<file path="src/adcsq_pkg.sv">
package adcsq_pkg;
   localparam int DATA_W = 32;
   localparam int REG_W = 16;
   localparam int RES_W = 10;
   localparam int ADDR_W = 8;
   localparam int CH_W = 4;
   localparam int NUM_CH = 16;
   localparam int BUF_DEPTH = 2;
   localparam int DIV_W = 8;
   localparam int SYNC_LEN = 3;
   localparam int TCY_SYS_CLKS = 2;

   localparam logic [ADDR_W-1:0] OFS_CONTROL_ONE = 8'h00;
   localparam logic [ADDR_W-1:0] OFS_CONTROL_TWO = 8'h04;
   localparam logic [ADDR_W-1:0] OFS_TIMING_CONTROL = 8'h08;
   localparam logic [ADDR_W-1:0] OFS_CHANNEL_SELECT = 8'h0C;
   localparam logic [ADDR_W-1:0] OFS_SCAN_SELECT = 8'h10;
   localparam logic [ADDR_W-1:0] OFS_ANALOG_INPUT_CONFIG = 8'h14;
   localparam logic [ADDR_W-1:0] OFS_RESULT_ZERO = 8'h18;
   localparam logic [ADDR_W-1:0] OFS_RESULT_ONE = 8'h1C;
   localparam logic [ADDR_W-1:0] OFS_STATUS = 8'h20;

   localparam logic [REG_W-1:0] WMASK_CONTROL_ONE = 16'h8300;
   localparam logic [REG_W-1:0] WMASK_CONTROL_TWO = 16'hF43D;
   localparam logic [REG_W-1:0] WMASK_TIMING_CONTROL = 16'hBF3F;
   localparam logic [REG_W-1:0] WMASK_CHANNEL_SELECT = 16'h8F8F;
   localparam logic [REG_W-1:0] WMASK_SCAN_SELECT = 16'hFFDF;
   localparam logic [REG_W-1:0] WMASK_ANALOG_INPUT_CONFIG = 16'h0001;
   localparam logic [REG_W-1:0] RESET_VALUE = 16'h0000;

   // control one
   localparam int BIT_MODULE_ON = 15;
   localparam int FORMAT_LO = 8;
   localparam int BIT_START = 0;
   // control two
   localparam int REFSEL_LO = 13;
   localparam int BIT_OFFSET_CALIBRATE = 12;
   localparam int BIT_SCAN_ENABLE_MUX_A = 10;
   localparam int SEQPI_LO = 2;
   localparam int BIT_ALTERNATE_MUX_SAMPLE = 0;
   // timing control
   localparam int BIT_CLOCK_SOURCE = 15;
   localparam int BIT_CHARGE_PUMP = 13;
   localparam int CLKDIV_LO = 0;
   localparam int CLKDIV_W = 6;
   // channel select
   localparam int MUX_B_POS_LO = 8;
   localparam int BIT_MUX_A_NEG = 7;
   localparam int MUX_A_POS_LO = 0;
   // analog input config
   localparam int BIT_BANDGAP_ENABLE = 0;
   // status
   localparam int BIT_BUSY = 0;
   localparam int BIT_WRITE_INDEX = 1;
   localparam int SEQCNT_LO = 2;
   localparam int BIT_SEQ_DONE = 8;

   localparam logic [CH_W-1:0] BANDGAP_CHANNEL = 4'h6;
   localparam logic [1:0] FMT_INTEGER = 2'h0;
   localparam logic [1:0] FMT_SIGNED_INTEGER = 2'h1;
   localparam logic [1:0] FMT_FRACTION = 2'h2;

   typedef enum logic {ST_IDLE, ST_CONVERT} adcsq_state_e;
endpackage

</file>
<file path="src/adcsq_top.sv">
// Decided for this implementation: the address map and the APB register port.
`timescale 1ns/1ps
// How it works
// - three-bit field picks both converter references
// - calibration grounds inputs, opens every switch
// - calibration overrides pin and channel settings
// - scan enable walks mask, else fixed channel
// - interrupt after field plus one sequences
// - alternate mode: A first, then B/A
// - clock source bit picks RC or divider
// - divided period is cycle times field plus one
// - mux B code selects channel in binary
// - band gap offered only while enabled
// - results go to two-word buffer
// - four result alignments, zero-filled integer default
module adcsq_top #(
   parameter int TCY_CLKS = adcsq_pkg::TCY_SYS_CLKS
) (
   input wire logic clk_sys,
   input wire logic sys_rst,
   input wire logic psel,
   input wire logic penable,
   input wire logic pwrite,
   input wire logic [adcsq_pkg::ADDR_W-1:0] paddr,
   input wire logic [adcsq_pkg::DATA_W-1:0] pwdata,
   output logic pready,
   output logic [adcsq_pkg::DATA_W-1:0] prdata,
   output logic pslverr,
   input wire logic rcClockPin,
   input wire logic convDonePin,
   input wire logic [adcsq_pkg::RES_W-1:0] convResult,
   output logic refPosExternal,
   output logic refNegExternal,
   output logic inputsGrounded,
   output logic [adcsq_pkg::CH_W-1:0] muxPosChannel,
   output logic muxNegAn1,
   output logic bandgapToConverter,
   output logic chargePumpEnable,
   output logic convClkFromRc,
   output logic convClkTick,
   output logic sampleStart,
   output logic adcInterrupt
);
   // local names for package items used as cast widths and state labels
   localparam int DATA_W = adcsq_pkg::DATA_W;
   localparam int DIV_W = adcsq_pkg::DIV_W;
   localparam adcsq_pkg::adcsq_state_e ST_IDLE = adcsq_pkg::ST_IDLE;
   localparam adcsq_pkg::adcsq_state_e ST_CONVERT = adcsq_pkg::ST_CONVERT;
   // field widths inside the control words
   localparam int REFSEL_W = 3;
   localparam int SEQPI_W = 4;
   localparam int FORMAT_W = 2;

   typedef struct packed {
      logic [adcsq_pkg::REG_W-1:0] conOne;
      logic [adcsq_pkg::REG_W-1:0] conTwo;
      logic [adcsq_pkg::REG_W-1:0] timing;
      logic [adcsq_pkg::REG_W-1:0] chanSel;
      logic [adcsq_pkg::REG_W-1:0] scanSel;
      logic [adcsq_pkg::REG_W-1:0] analog_input_config;
      logic [adcsq_pkg::BUF_DEPTH-1:0][adcsq_pkg::RES_W-1:0] resBuf;
      logic wrIdx;
      logic [SEQPI_W-1:0] seqCnt;
      logic [adcsq_pkg::CH_W-1:0] scanPtr;
      logic altB;
      adcsq_pkg::adcsq_state_e state;
      logic startPend;
      logic seqDone;
      logic [adcsq_pkg::DIV_W-1:0] divCnt;
      logic [adcsq_pkg::SYNC_LEN-1:0] doneSync;
      logic doneLvl;
      logic [adcsq_pkg::SYNC_LEN-1:0] rcSync;
      logic rcLvl;
      logic pready;
      logic [adcsq_pkg::DATA_W-1:0] prdata;
      logic pslverr;
      logic refPosExt;
      logic refNegExt;
      logic grounded;
      logic [adcsq_pkg::CH_W-1:0] muxPos;
      logic muxNegAn1;
      logic bandgapOn;
      logic pumpOn;
      logic clkFromRc;
      logic clkTick;
      logic sampleStart;
      logic irq;
   } adcsq_state_s;

   adcsq_state_s s_q;
   adcsq_state_s s_d;

   ////////////////////////////////////////////////////////////////////////////////
   // helpers

   // first selected channel at or above start, wrapping round
   function automatic logic [adcsq_pkg::CH_W-1:0] pickFrom(
      input logic [adcsq_pkg::REG_W-1:0] mask,
      input logic [adcsq_pkg::CH_W-1:0] start
   );
      logic [adcsq_pkg::CH_W-1:0] idx;
      logic found;
      pickFrom = start;
      found = 1'b0;
      for (int i = 0; i < adcsq_pkg::NUM_CH; i++) begin
         idx = start + i[adcsq_pkg::CH_W-1:0];
         if (!found && mask[idx]) begin
            pickFrom = idx;
            found = 1'b1;
         end
      end
   endfunction

   function automatic logic [adcsq_pkg::REG_W-1:0] formatResult(
      input logic [adcsq_pkg::RES_W-1:0] d,
      input logic [1:0] result_format
   );
      case (result_format)
         adcsq_pkg::FMT_INTEGER: formatResult = {6'h00, d};
         adcsq_pkg::FMT_SIGNED_INTEGER: formatResult = {{7{~d[9]}}, d[8:0]};
         adcsq_pkg::FMT_FRACTION: formatResult = {d, 6'h00};
         default: formatResult = {~d[9], d[8:0], 6'h00};
      endcase
   endfunction

   ////////////////////////////////////////////////////////////////////////////////
   // next state

   logic setupPhase;
   logic writeAccess;
   logic doneRise;
   logic rcRise;
   logic [adcsq_pkg::DIV_W-1:0] tadClks;
   logic [adcsq_pkg::CH_W-1:0] scanChan;
   logic [adcsq_pkg::CH_W-1:0] sampleChan;
   logic [adcsq_pkg::REG_W-1:0] rdVal;
   logic [adcsq_pkg::REG_W-1:0] wd;
   logic [REFSEL_W-1:0] refSel;
   logic offset_calibrate;
   logic scanEn;
   logic altEn;
   logic [SEQPI_W-1:0] seqPerIrq;
   logic [FORMAT_W-1:0] result_format;
   logic mapped;
   logic seqEnd;

   always_comb begin
      s_d = s_q;
      wd = pwdata[adcsq_pkg::REG_W-1:0];
      refSel = s_q.conTwo[adcsq_pkg::REFSEL_LO +: REFSEL_W];
      offset_calibrate = s_q.conTwo[adcsq_pkg::BIT_OFFSET_CALIBRATE];
      scanEn = s_q.conTwo[adcsq_pkg::BIT_SCAN_ENABLE_MUX_A];
      altEn = s_q.conTwo[adcsq_pkg::BIT_ALTERNATE_MUX_SAMPLE];
      seqPerIrq = s_q.conTwo[adcsq_pkg::SEQPI_LO +: SEQPI_W];
      result_format = s_q.conOne[adcsq_pkg::FORMAT_LO +: FORMAT_W];
      setupPhase = psel && !penable;
      writeAccess = psel && penable && s_q.pready && pwrite;

      // external levels: three stages, accepted when last two agree
      s_d.doneSync = {s_q.doneSync[1:0], convDonePin};
      s_d.rcSync = {s_q.rcSync[1:0], rcClockPin};
      if (s_q.doneSync[1] == s_q.doneSync[2]) begin
         s_d.doneLvl = s_q.doneSync[2];
      end
      if (s_q.rcSync[1] == s_q.rcSync[2]) begin
         s_d.rcLvl = s_q.rcSync[2];
      end
      doneRise = s_d.doneLvl && !s_q.doneLvl;
      rcRise = s_d.rcLvl && !s_q.rcLvl;

      // conversion clock
      tadClks = DIV_W'(TCY_CLKS) *
                (DIV_W'(s_q.timing[adcsq_pkg::CLKDIV_LO +: adcsq_pkg::CLKDIV_W]) + 8'h01);
      s_d.clkFromRc = s_q.timing[adcsq_pkg::BIT_CLOCK_SOURCE];
      s_d.clkTick = 1'b0;
      if (s_q.timing[adcsq_pkg::BIT_CLOCK_SOURCE]) begin
         s_d.divCnt = '0;
         s_d.clkTick = rcRise;
      end else if (s_q.divCnt >= tadClks - 8'h01) begin
         s_d.divCnt = '0;
         s_d.clkTick = 1'b1;
      end else begin
         s_d.divCnt = s_q.divCnt + 8'h01;
      end

      // references
      s_d.refPosExt = !refSel[2] && refSel[0];
      s_d.refNegExt = !refSel[2] && refSel[1];

      // channel for the coming sample
      scanChan = pickFrom(s_q.scanSel, s_q.scanPtr);
      if (altEn && s_q.altB) begin
         sampleChan = s_q.chanSel[adcsq_pkg::MUX_B_POS_LO +: adcsq_pkg::CH_W];
      end else if (scanEn) begin
         sampleChan = scanChan;
      end else begin
         sampleChan = s_q.chanSel[adcsq_pkg::MUX_A_POS_LO +: adcsq_pkg::CH_W];
      end
      s_d.grounded = offset_calibrate;
      s_d.muxPos = offset_calibrate ? '0 : sampleChan;
      s_d.muxNegAn1 = !offset_calibrate && s_q.chanSel[adcsq_pkg::BIT_MUX_A_NEG];
      s_d.bandgapOn = !offset_calibrate && s_q.analog_input_config[adcsq_pkg::BIT_BANDGAP_ENABLE] &&
                      sampleChan == adcsq_pkg::BANDGAP_CHANNEL;
      s_d.pumpOn = s_q.timing[adcsq_pkg::BIT_CHARGE_PUMP];

      // sequencing
      s_d.sampleStart = 1'b0;
      s_d.irq = 1'b0;
      // a finished conversion counts only while the module stays on
      seqEnd = s_q.state == ST_CONVERT && s_q.conOne[adcsq_pkg::BIT_MODULE_ON] && doneRise;
      case (s_q.state)
         ST_IDLE: begin
            if (s_q.startPend && s_q.conOne[adcsq_pkg::BIT_MODULE_ON]) begin
               s_d.startPend = 1'b0;
               s_d.sampleStart = 1'b1;
               s_d.state = ST_CONVERT;
            end
         end
         ST_CONVERT: begin
            if (!s_q.conOne[adcsq_pkg::BIT_MODULE_ON]) begin
               s_d.state = ST_IDLE;
            end else if (doneRise) begin
               s_d.resBuf[s_q.wrIdx] = convResult;
               s_d.wrIdx = !s_q.wrIdx;
               s_d.seqDone = 1'b1;
               s_d.altB = altEn && !s_q.altB;
               if (scanEn && !(altEn && s_q.altB)) begin
                  s_d.scanPtr = scanChan + 4'h1;
               end
               if (s_q.seqCnt >= seqPerIrq) begin
                  s_d.irq = 1'b1;
                  s_d.seqCnt = '0;
                  s_d.wrIdx = 1'b0;
                  s_d.scanPtr = '0;
                  s_d.altB = 1'b0;
               end else begin
                  s_d.seqCnt = s_q.seqCnt + 4'h1;
               end
               s_d.state = ST_IDLE;
            end
         end
         default: s_d.state = ST_IDLE;
      endcase

      // register read value
      mapped = 1'b1;
      case (paddr)
         adcsq_pkg::OFS_CONTROL_ONE: rdVal = s_q.conOne;
         adcsq_pkg::OFS_CONTROL_TWO: rdVal = s_q.conTwo;
         adcsq_pkg::OFS_TIMING_CONTROL: rdVal = s_q.timing;
         adcsq_pkg::OFS_CHANNEL_SELECT: rdVal = s_q.chanSel;
         adcsq_pkg::OFS_SCAN_SELECT: rdVal = s_q.scanSel;
         adcsq_pkg::OFS_ANALOG_INPUT_CONFIG: rdVal = s_q.analog_input_config;
         adcsq_pkg::OFS_RESULT_ZERO: rdVal = formatResult(s_q.resBuf[0], result_format);
         adcsq_pkg::OFS_RESULT_ONE: rdVal = formatResult(s_q.resBuf[1], result_format);
         adcsq_pkg::OFS_STATUS: begin
            rdVal = '0;
            rdVal[adcsq_pkg::BIT_BUSY] = s_q.state == ST_CONVERT || s_q.startPend;
            rdVal[adcsq_pkg::BIT_WRITE_INDEX] = s_q.wrIdx;
            rdVal[adcsq_pkg::SEQCNT_LO +: SEQPI_W] = s_q.seqCnt;
            rdVal[adcsq_pkg::BIT_SEQ_DONE] = s_q.seqDone;
         end
         default: begin
            rdVal = '0;
            mapped = 1'b0;
         end
      endcase

      // apb: ready in the first access cycle
      if (setupPhase) begin
         s_d.pready = 1'b1;
         s_d.prdata = pwrite ? '0 : DATA_W'(rdVal);
         s_d.pslverr = !mapped;
      end else begin
         s_d.pready = 1'b0;
         s_d.pslverr = 1'b0;
      end
      if (writeAccess && mapped) begin
         case (paddr)
            adcsq_pkg::OFS_CONTROL_ONE: begin
               s_d.conOne = wd & adcsq_pkg::WMASK_CONTROL_ONE;
               if (wd[adcsq_pkg::BIT_START]) begin
                  s_d.startPend = 1'b1;
               end
               if (!wd[adcsq_pkg::BIT_MODULE_ON]) begin
                  s_d.startPend = 1'b0;
                  s_d.seqCnt = '0;
                  s_d.wrIdx = 1'b0;
                  s_d.scanPtr = '0;
                  s_d.altB = 1'b0;
               end
            end
            adcsq_pkg::OFS_CONTROL_TWO: s_d.conTwo = wd & adcsq_pkg::WMASK_CONTROL_TWO;
            adcsq_pkg::OFS_TIMING_CONTROL: s_d.timing = wd & adcsq_pkg::WMASK_TIMING_CONTROL;
            adcsq_pkg::OFS_CHANNEL_SELECT: s_d.chanSel = wd & adcsq_pkg::WMASK_CHANNEL_SELECT;
            adcsq_pkg::OFS_SCAN_SELECT: s_d.scanSel = wd & adcsq_pkg::WMASK_SCAN_SELECT;
            adcsq_pkg::OFS_ANALOG_INPUT_CONFIG: begin
               s_d.analog_input_config = wd & adcsq_pkg::WMASK_ANALOG_INPUT_CONFIG;
            end
            adcsq_pkg::OFS_STATUS: begin
               // write one clears; a completion in the same cycle wins
               if (wd[adcsq_pkg::BIT_SEQ_DONE] && !seqEnd) begin
                  s_d.seqDone = 1'b0;
               end
            end
            default: s_d.seqDone = s_d.seqDone;
         endcase
      end
   end

   ////////////////////////////////////////////////////////////////////////////////
   // registers

   always_ff @(posedge clk_sys) begin
      if (sys_rst) begin
         s_q <= '0;
         s_q.state <= ST_IDLE;
         s_q.conOne <= adcsq_pkg::RESET_VALUE;
         s_q.conTwo <= adcsq_pkg::RESET_VALUE;
         s_q.timing <= adcsq_pkg::RESET_VALUE;
      end else begin
         s_q <= s_d;
      end
   end

   assign pready = s_q.pready;
   assign prdata = s_q.prdata;
   assign pslverr = s_q.pslverr;
   assign refPosExternal = s_q.refPosExt;
   assign refNegExternal = s_q.refNegExt;
   assign inputsGrounded = s_q.grounded;
   assign muxPosChannel = s_q.muxPos;
   assign muxNegAn1 = s_q.muxNegAn1;
   assign bandgapToConverter = s_q.bandgapOn;
   assign chargePumpEnable = s_q.pumpOn;
   assign convClkFromRc = s_q.clkFromRc;
   assign convClkTick = s_q.clkTick;
   assign sampleStart = s_q.sampleStart;
   assign adcInterrupt = s_q.irq;
endmodule

</file>
<file path="config.mk">
export PLATFORM = sky130hd
export DESIGN_NAME = adcsq_top
export DESIGN_NICKNAME = d
export VERILOG_FILES = /design/src/adcsq_pkg.sv /design/src/adcsq_top.sv
export SDC_FILE = /design/constraint.sdc
export NUM_CORES = 1
export LEC_CHECK = 0
export ABC_AREA = 0
export BUFFER_PORTS_ARGS = -buffer_cell sky130_fd_sc_hd__buf_4
export CORE_ASPECT_RATIO = 0.6
export CORE_MARGIN = 2
export CORE_UTILIZATION = 64
export CTS_CLUSTER_SIZE = 30
export DETAILED_ROUTE_END_ITERATION = 8
export MAX_ROUTING_LAYER = met4
export PLACE_DENSITY_LB_ADDON = 0.3
export SYNTH_ARGS = -nofsm -noshare
export SYNTH_HDL_FRONTEND = slang
export SYNTH_SLANG_ARGS = --single-unit
</file>
<file path="constraint.sdc">
create_clock -name clk_sys -period 10.3 [get_ports clk_sys]
set_input_delay 1.545 -clock clk_sys [delete_from_list [all_inputs] [get_ports clk_sys]]
set_output_delay 1.545 -clock clk_sys [all_outputs]
set_load 0.02 [all_outputs]
</file>
==> flow_summary.yaml <==
detailed_routing:
  wl_mm: 28.2
  first_pass_iters: 7
  via_per_inst: 6.71
  routedWlPerCell_um: 22.0
  ant_nets: 0
  drc_errors: 0
  drt-initial-drc-count: 1303
  vias: 8619
placed_design:
  post-place-cells: 1254
  dpl.hpwl_mm: 20.4
  io_buffers: 72
  routabilityCongestion: 1.05
  place_ws_ps: 5310
timing:
  finalHoldViolCount: 0
  period_needed_ps: 5240
  tns_ps: 0
  finalSetupViolCount: 0
  finClkSkew_ps: 11.2
  maxSlewViolCount: 0
  rsz0062_at_grt: "false"
  tightest_slew_ps: 1210
  fmax_mhz: 191
  finalCritPeriodShare_pct: 50.9
  slew_headroom_pct: 18.5
  setup_ws_ps: 5060
clock_tree:
  cts_tree: "built"
  htree_levels: 4
  clock_path_buffers: 2
  clock_latency_ps: 420
  path_clk_slew_ps: 60
  post_cts_resized: 0
  post-cts-setup-buffers: 0
  cts_hold_buf: 0
  cts_sinks: 133
  cts_root_buffer: "clkbuf_16"
  cts_buffers: 17
worst_setup_path:
  reg2regPathDepth: 15
  critPathCapture: "s_q[70]$_SDFF_PP0_"
  reg2reg_setup_slack_ps: 5060
  crit_required_ps: 10600
  reg2reg_to: "s_q[70]$_SDFF_PP0_"
  crit_start: "s_q[69]$_SDFF_PP0_"
  cp_data_arrival_time_ps: 5540
  rr_startpoint: "s_q[69]$_SDFF_PP0_"
  crit_fanout: 22
  crit_path_start_kind: "flop"
  critPathCaptureType: "flop"
  worstSetupPathType: "flop to flop"
layout:
  fillers: 968
  multi_input_area_um2: 5420
  drive_above_1_share_pct: 15.4
  final_util_pct: 73.7
  syn_to_final_growth_pct: 11.2
  nNetsFinal: 1182
  n_antenna_cell: 0
  final-instance-count-excl-fill: 1284
  area.sequential_um2: 2660
power:
  finalPower_uw: 1210
  p_comb_share_pct: 7.0
  ir_worst_vdd_v: 0.000110
  p_switching_uw: 283
  power.share.switching_pct: 23.4
  pwr_density_cell_nw_per_um2: 126
  p_leak_uw: 0.00349
  pwr-share-seq_pct: 43.6
  internal_power_uw: 928
  pwr-share-clk_pct: 49.4
grt:
  gr-total-overflow: 0
  grt_pass1_wl_mm: 43.9
  antenna_found_initial: 0
  grt_pass1_vias: 7703
  grt_usage_pct: 40.8
  grt_max_degree: 92
logic_synthesis:
  synth_edf_count: 0
  synth_cells: 1076
  yosysWarnings: 0
  synth_top_area_share_pct: 30.9
  async_reset_ff_share_pct: 0
  synthXorXnorAreaFrac_pct: 2.90
  synth-compound-area-share_pct: 22.5
  synth_top_family_by_area: "simple AND/OR/NAND/NOR gates"
  synthTopCellsByArea: "dfxtp_1 31%, nand2_1 8.3%, a21oi_1 7.4%"
  synth.mux.area_fraction_pct: 10.9
  yosys.area_share.simple_pct: 22.6
  synthTopCellsByCount: "190 x nand2_1, 133 x dfxtp_1, 127 x a21oi_1"
  syn_area_um2: 8630
  synth_area_per_cell_um2: 8.02
  ys.flop_type: "dfxtp_1"
  ys_ff_latch: 133
  synth_cell_types: 87
  synth_adder_area_share_pct: 3.19
  yosysMostFrequentCell: "nand2_1"
  yosysTopAreaCell: "dfxtp_1"
  seq_area_frac_synth_pct: 30.9
floorplanning:
  num_io_pins: 105
  die_y_um: 93.9
  core-area_um2: 13000
  die_w_um: 154
  initial_core_util_pct: 66.3
  die_area_um2: 14500
  rows: 32
run:
  drv_cap: 0
hold_path:
  hp-class: "flop to flop"
run_status:
  status: "finished, final reports clean"
worst min-delay path by stage:
stage | start | end | depth (start not counted)
after floorplan | s_d[50]$_SDFF_PP0_ | s_d[51]$_SDFF_PP0_ | 1
after global placement | s_d[50]$_SDFF_PP0_ | s_d[51]$_SDFF_PP0_ | 1
after detailed placement | s_d[50]$_SDFF_PP0_ | s_d[51]$_SDFF_PP0_ | 1
after CTS | s_d[50]$_SDFF_PP0_ | s_d[51]$_SDFF_PP0_ | 1
after global routing | s_d[50]$_SDFF_PP0_ | s_d[51]$_SDFF_PP0_ | 1
final | s_d[50]$_SDFF_PP0_ | s_d[51]$_SDFF_PP0_ | 1
final cells by class:
class,count,share of cell area [%]
clock buffers,21,4.90
clock inverters,9,1.08
inverters,25,0.978
multi-input cells,842,56.5
flip-flops and latches,133,27.8
well taps,170,2.22
repair buffers,84,6.57
stage by stage:
| stage | instance area (um2) | hold slack, ps |
|---|---|---|
| after floorplan | 8680 | 414 |
| after global placement | 9020 | 421 |
| after detailed placement | 9020 | 424 |
| after CTS | 9590 | 430 |
| after global routing | 9590 | 443 |
| final | 9590 | 433 |
state kept, by name, summed over array words and instances (netlist names):
register,count
s_q,88
prdata,16
s_d,6
muxPosChannel,4
refSel,3
result_format,2
adcInterrupt,1
altEn,1
bandgapToConverter,1
chargePumpEnable,1
convClkFromRc,1
convClkTick,1
inputsGrounded,1
muxNegAn1,1
offset_calibrate,1
pready,1
pslverr,1
refNegExternal,1
refPosExternal,1
sampleStart,1
placed cells by master, fill, tap and decap left out, types with 9 or more instances in the layout:
cell type	count
clkbuf_16	17
nor3_1	20
inv_1	20
buf_4	84
nand2_1	190
and2_1	12
nand2b_1	9
nand3_1	44
ha_1	22
nor2b_1	16
a21o_1	9
o21ai_0	39
a21oi_1	127
a22oi_1	21
xnor2_1	15
a22o_1	9
dfxtp_1	133
or3_1	9
mux4_2	17
conb_1	16
mux2i_1	25
nor2_1	79
mux2_2	11
power by group through the flow:
stage	registers [uW]	logic (uW)	clock network, uW
floorplan	541	51.6	0
global placement	539	80.9	0
detailed placement	539	81.8	0
CTS	528	83.4	596
global route	529	92.2	619
finish	527	84.6	598
critical path, cell delays in order, from the launching register on:
cell,delay [ps]
dfxtp_1,310
buf_4,290
inv_1,280
ha_1,840
clkinv_1,530
nor3_1,530
a211oi_2,150
o21ai_1,410
nor3_1,180
a221oi_1,610
o221ai_1,220
o41a_2,180
ha_1,230
nor3_1,160
nand3b_1,120
a21oi_1,70
cell families after synthesis:
logic type               after synthesis
AO/OA/AOI/OAI                        297
XOR/XNOR                              26
adder cells (fa/ha/maj)               22
buffers and inverters                116
flip-flops                           133
multiplexers                          60
other                                  1
AND/OR/NAND/NOR                      421
routing by layer:
| metal | vias up | GRT usage (%) | share of wire [%] |
|---|---|---|---|
| met1 | 3980 | 61.3 | 45 |
| met5 | - | - | 0 |
| met3 | 41 | 16.1 | 17 |
| met2 | 708 | 49.6 | 37 |
| met4 | 0 | 9.50 | 1.1 |
| li1 | 3890 | - | - |
(Power assumes the default switching activity.)
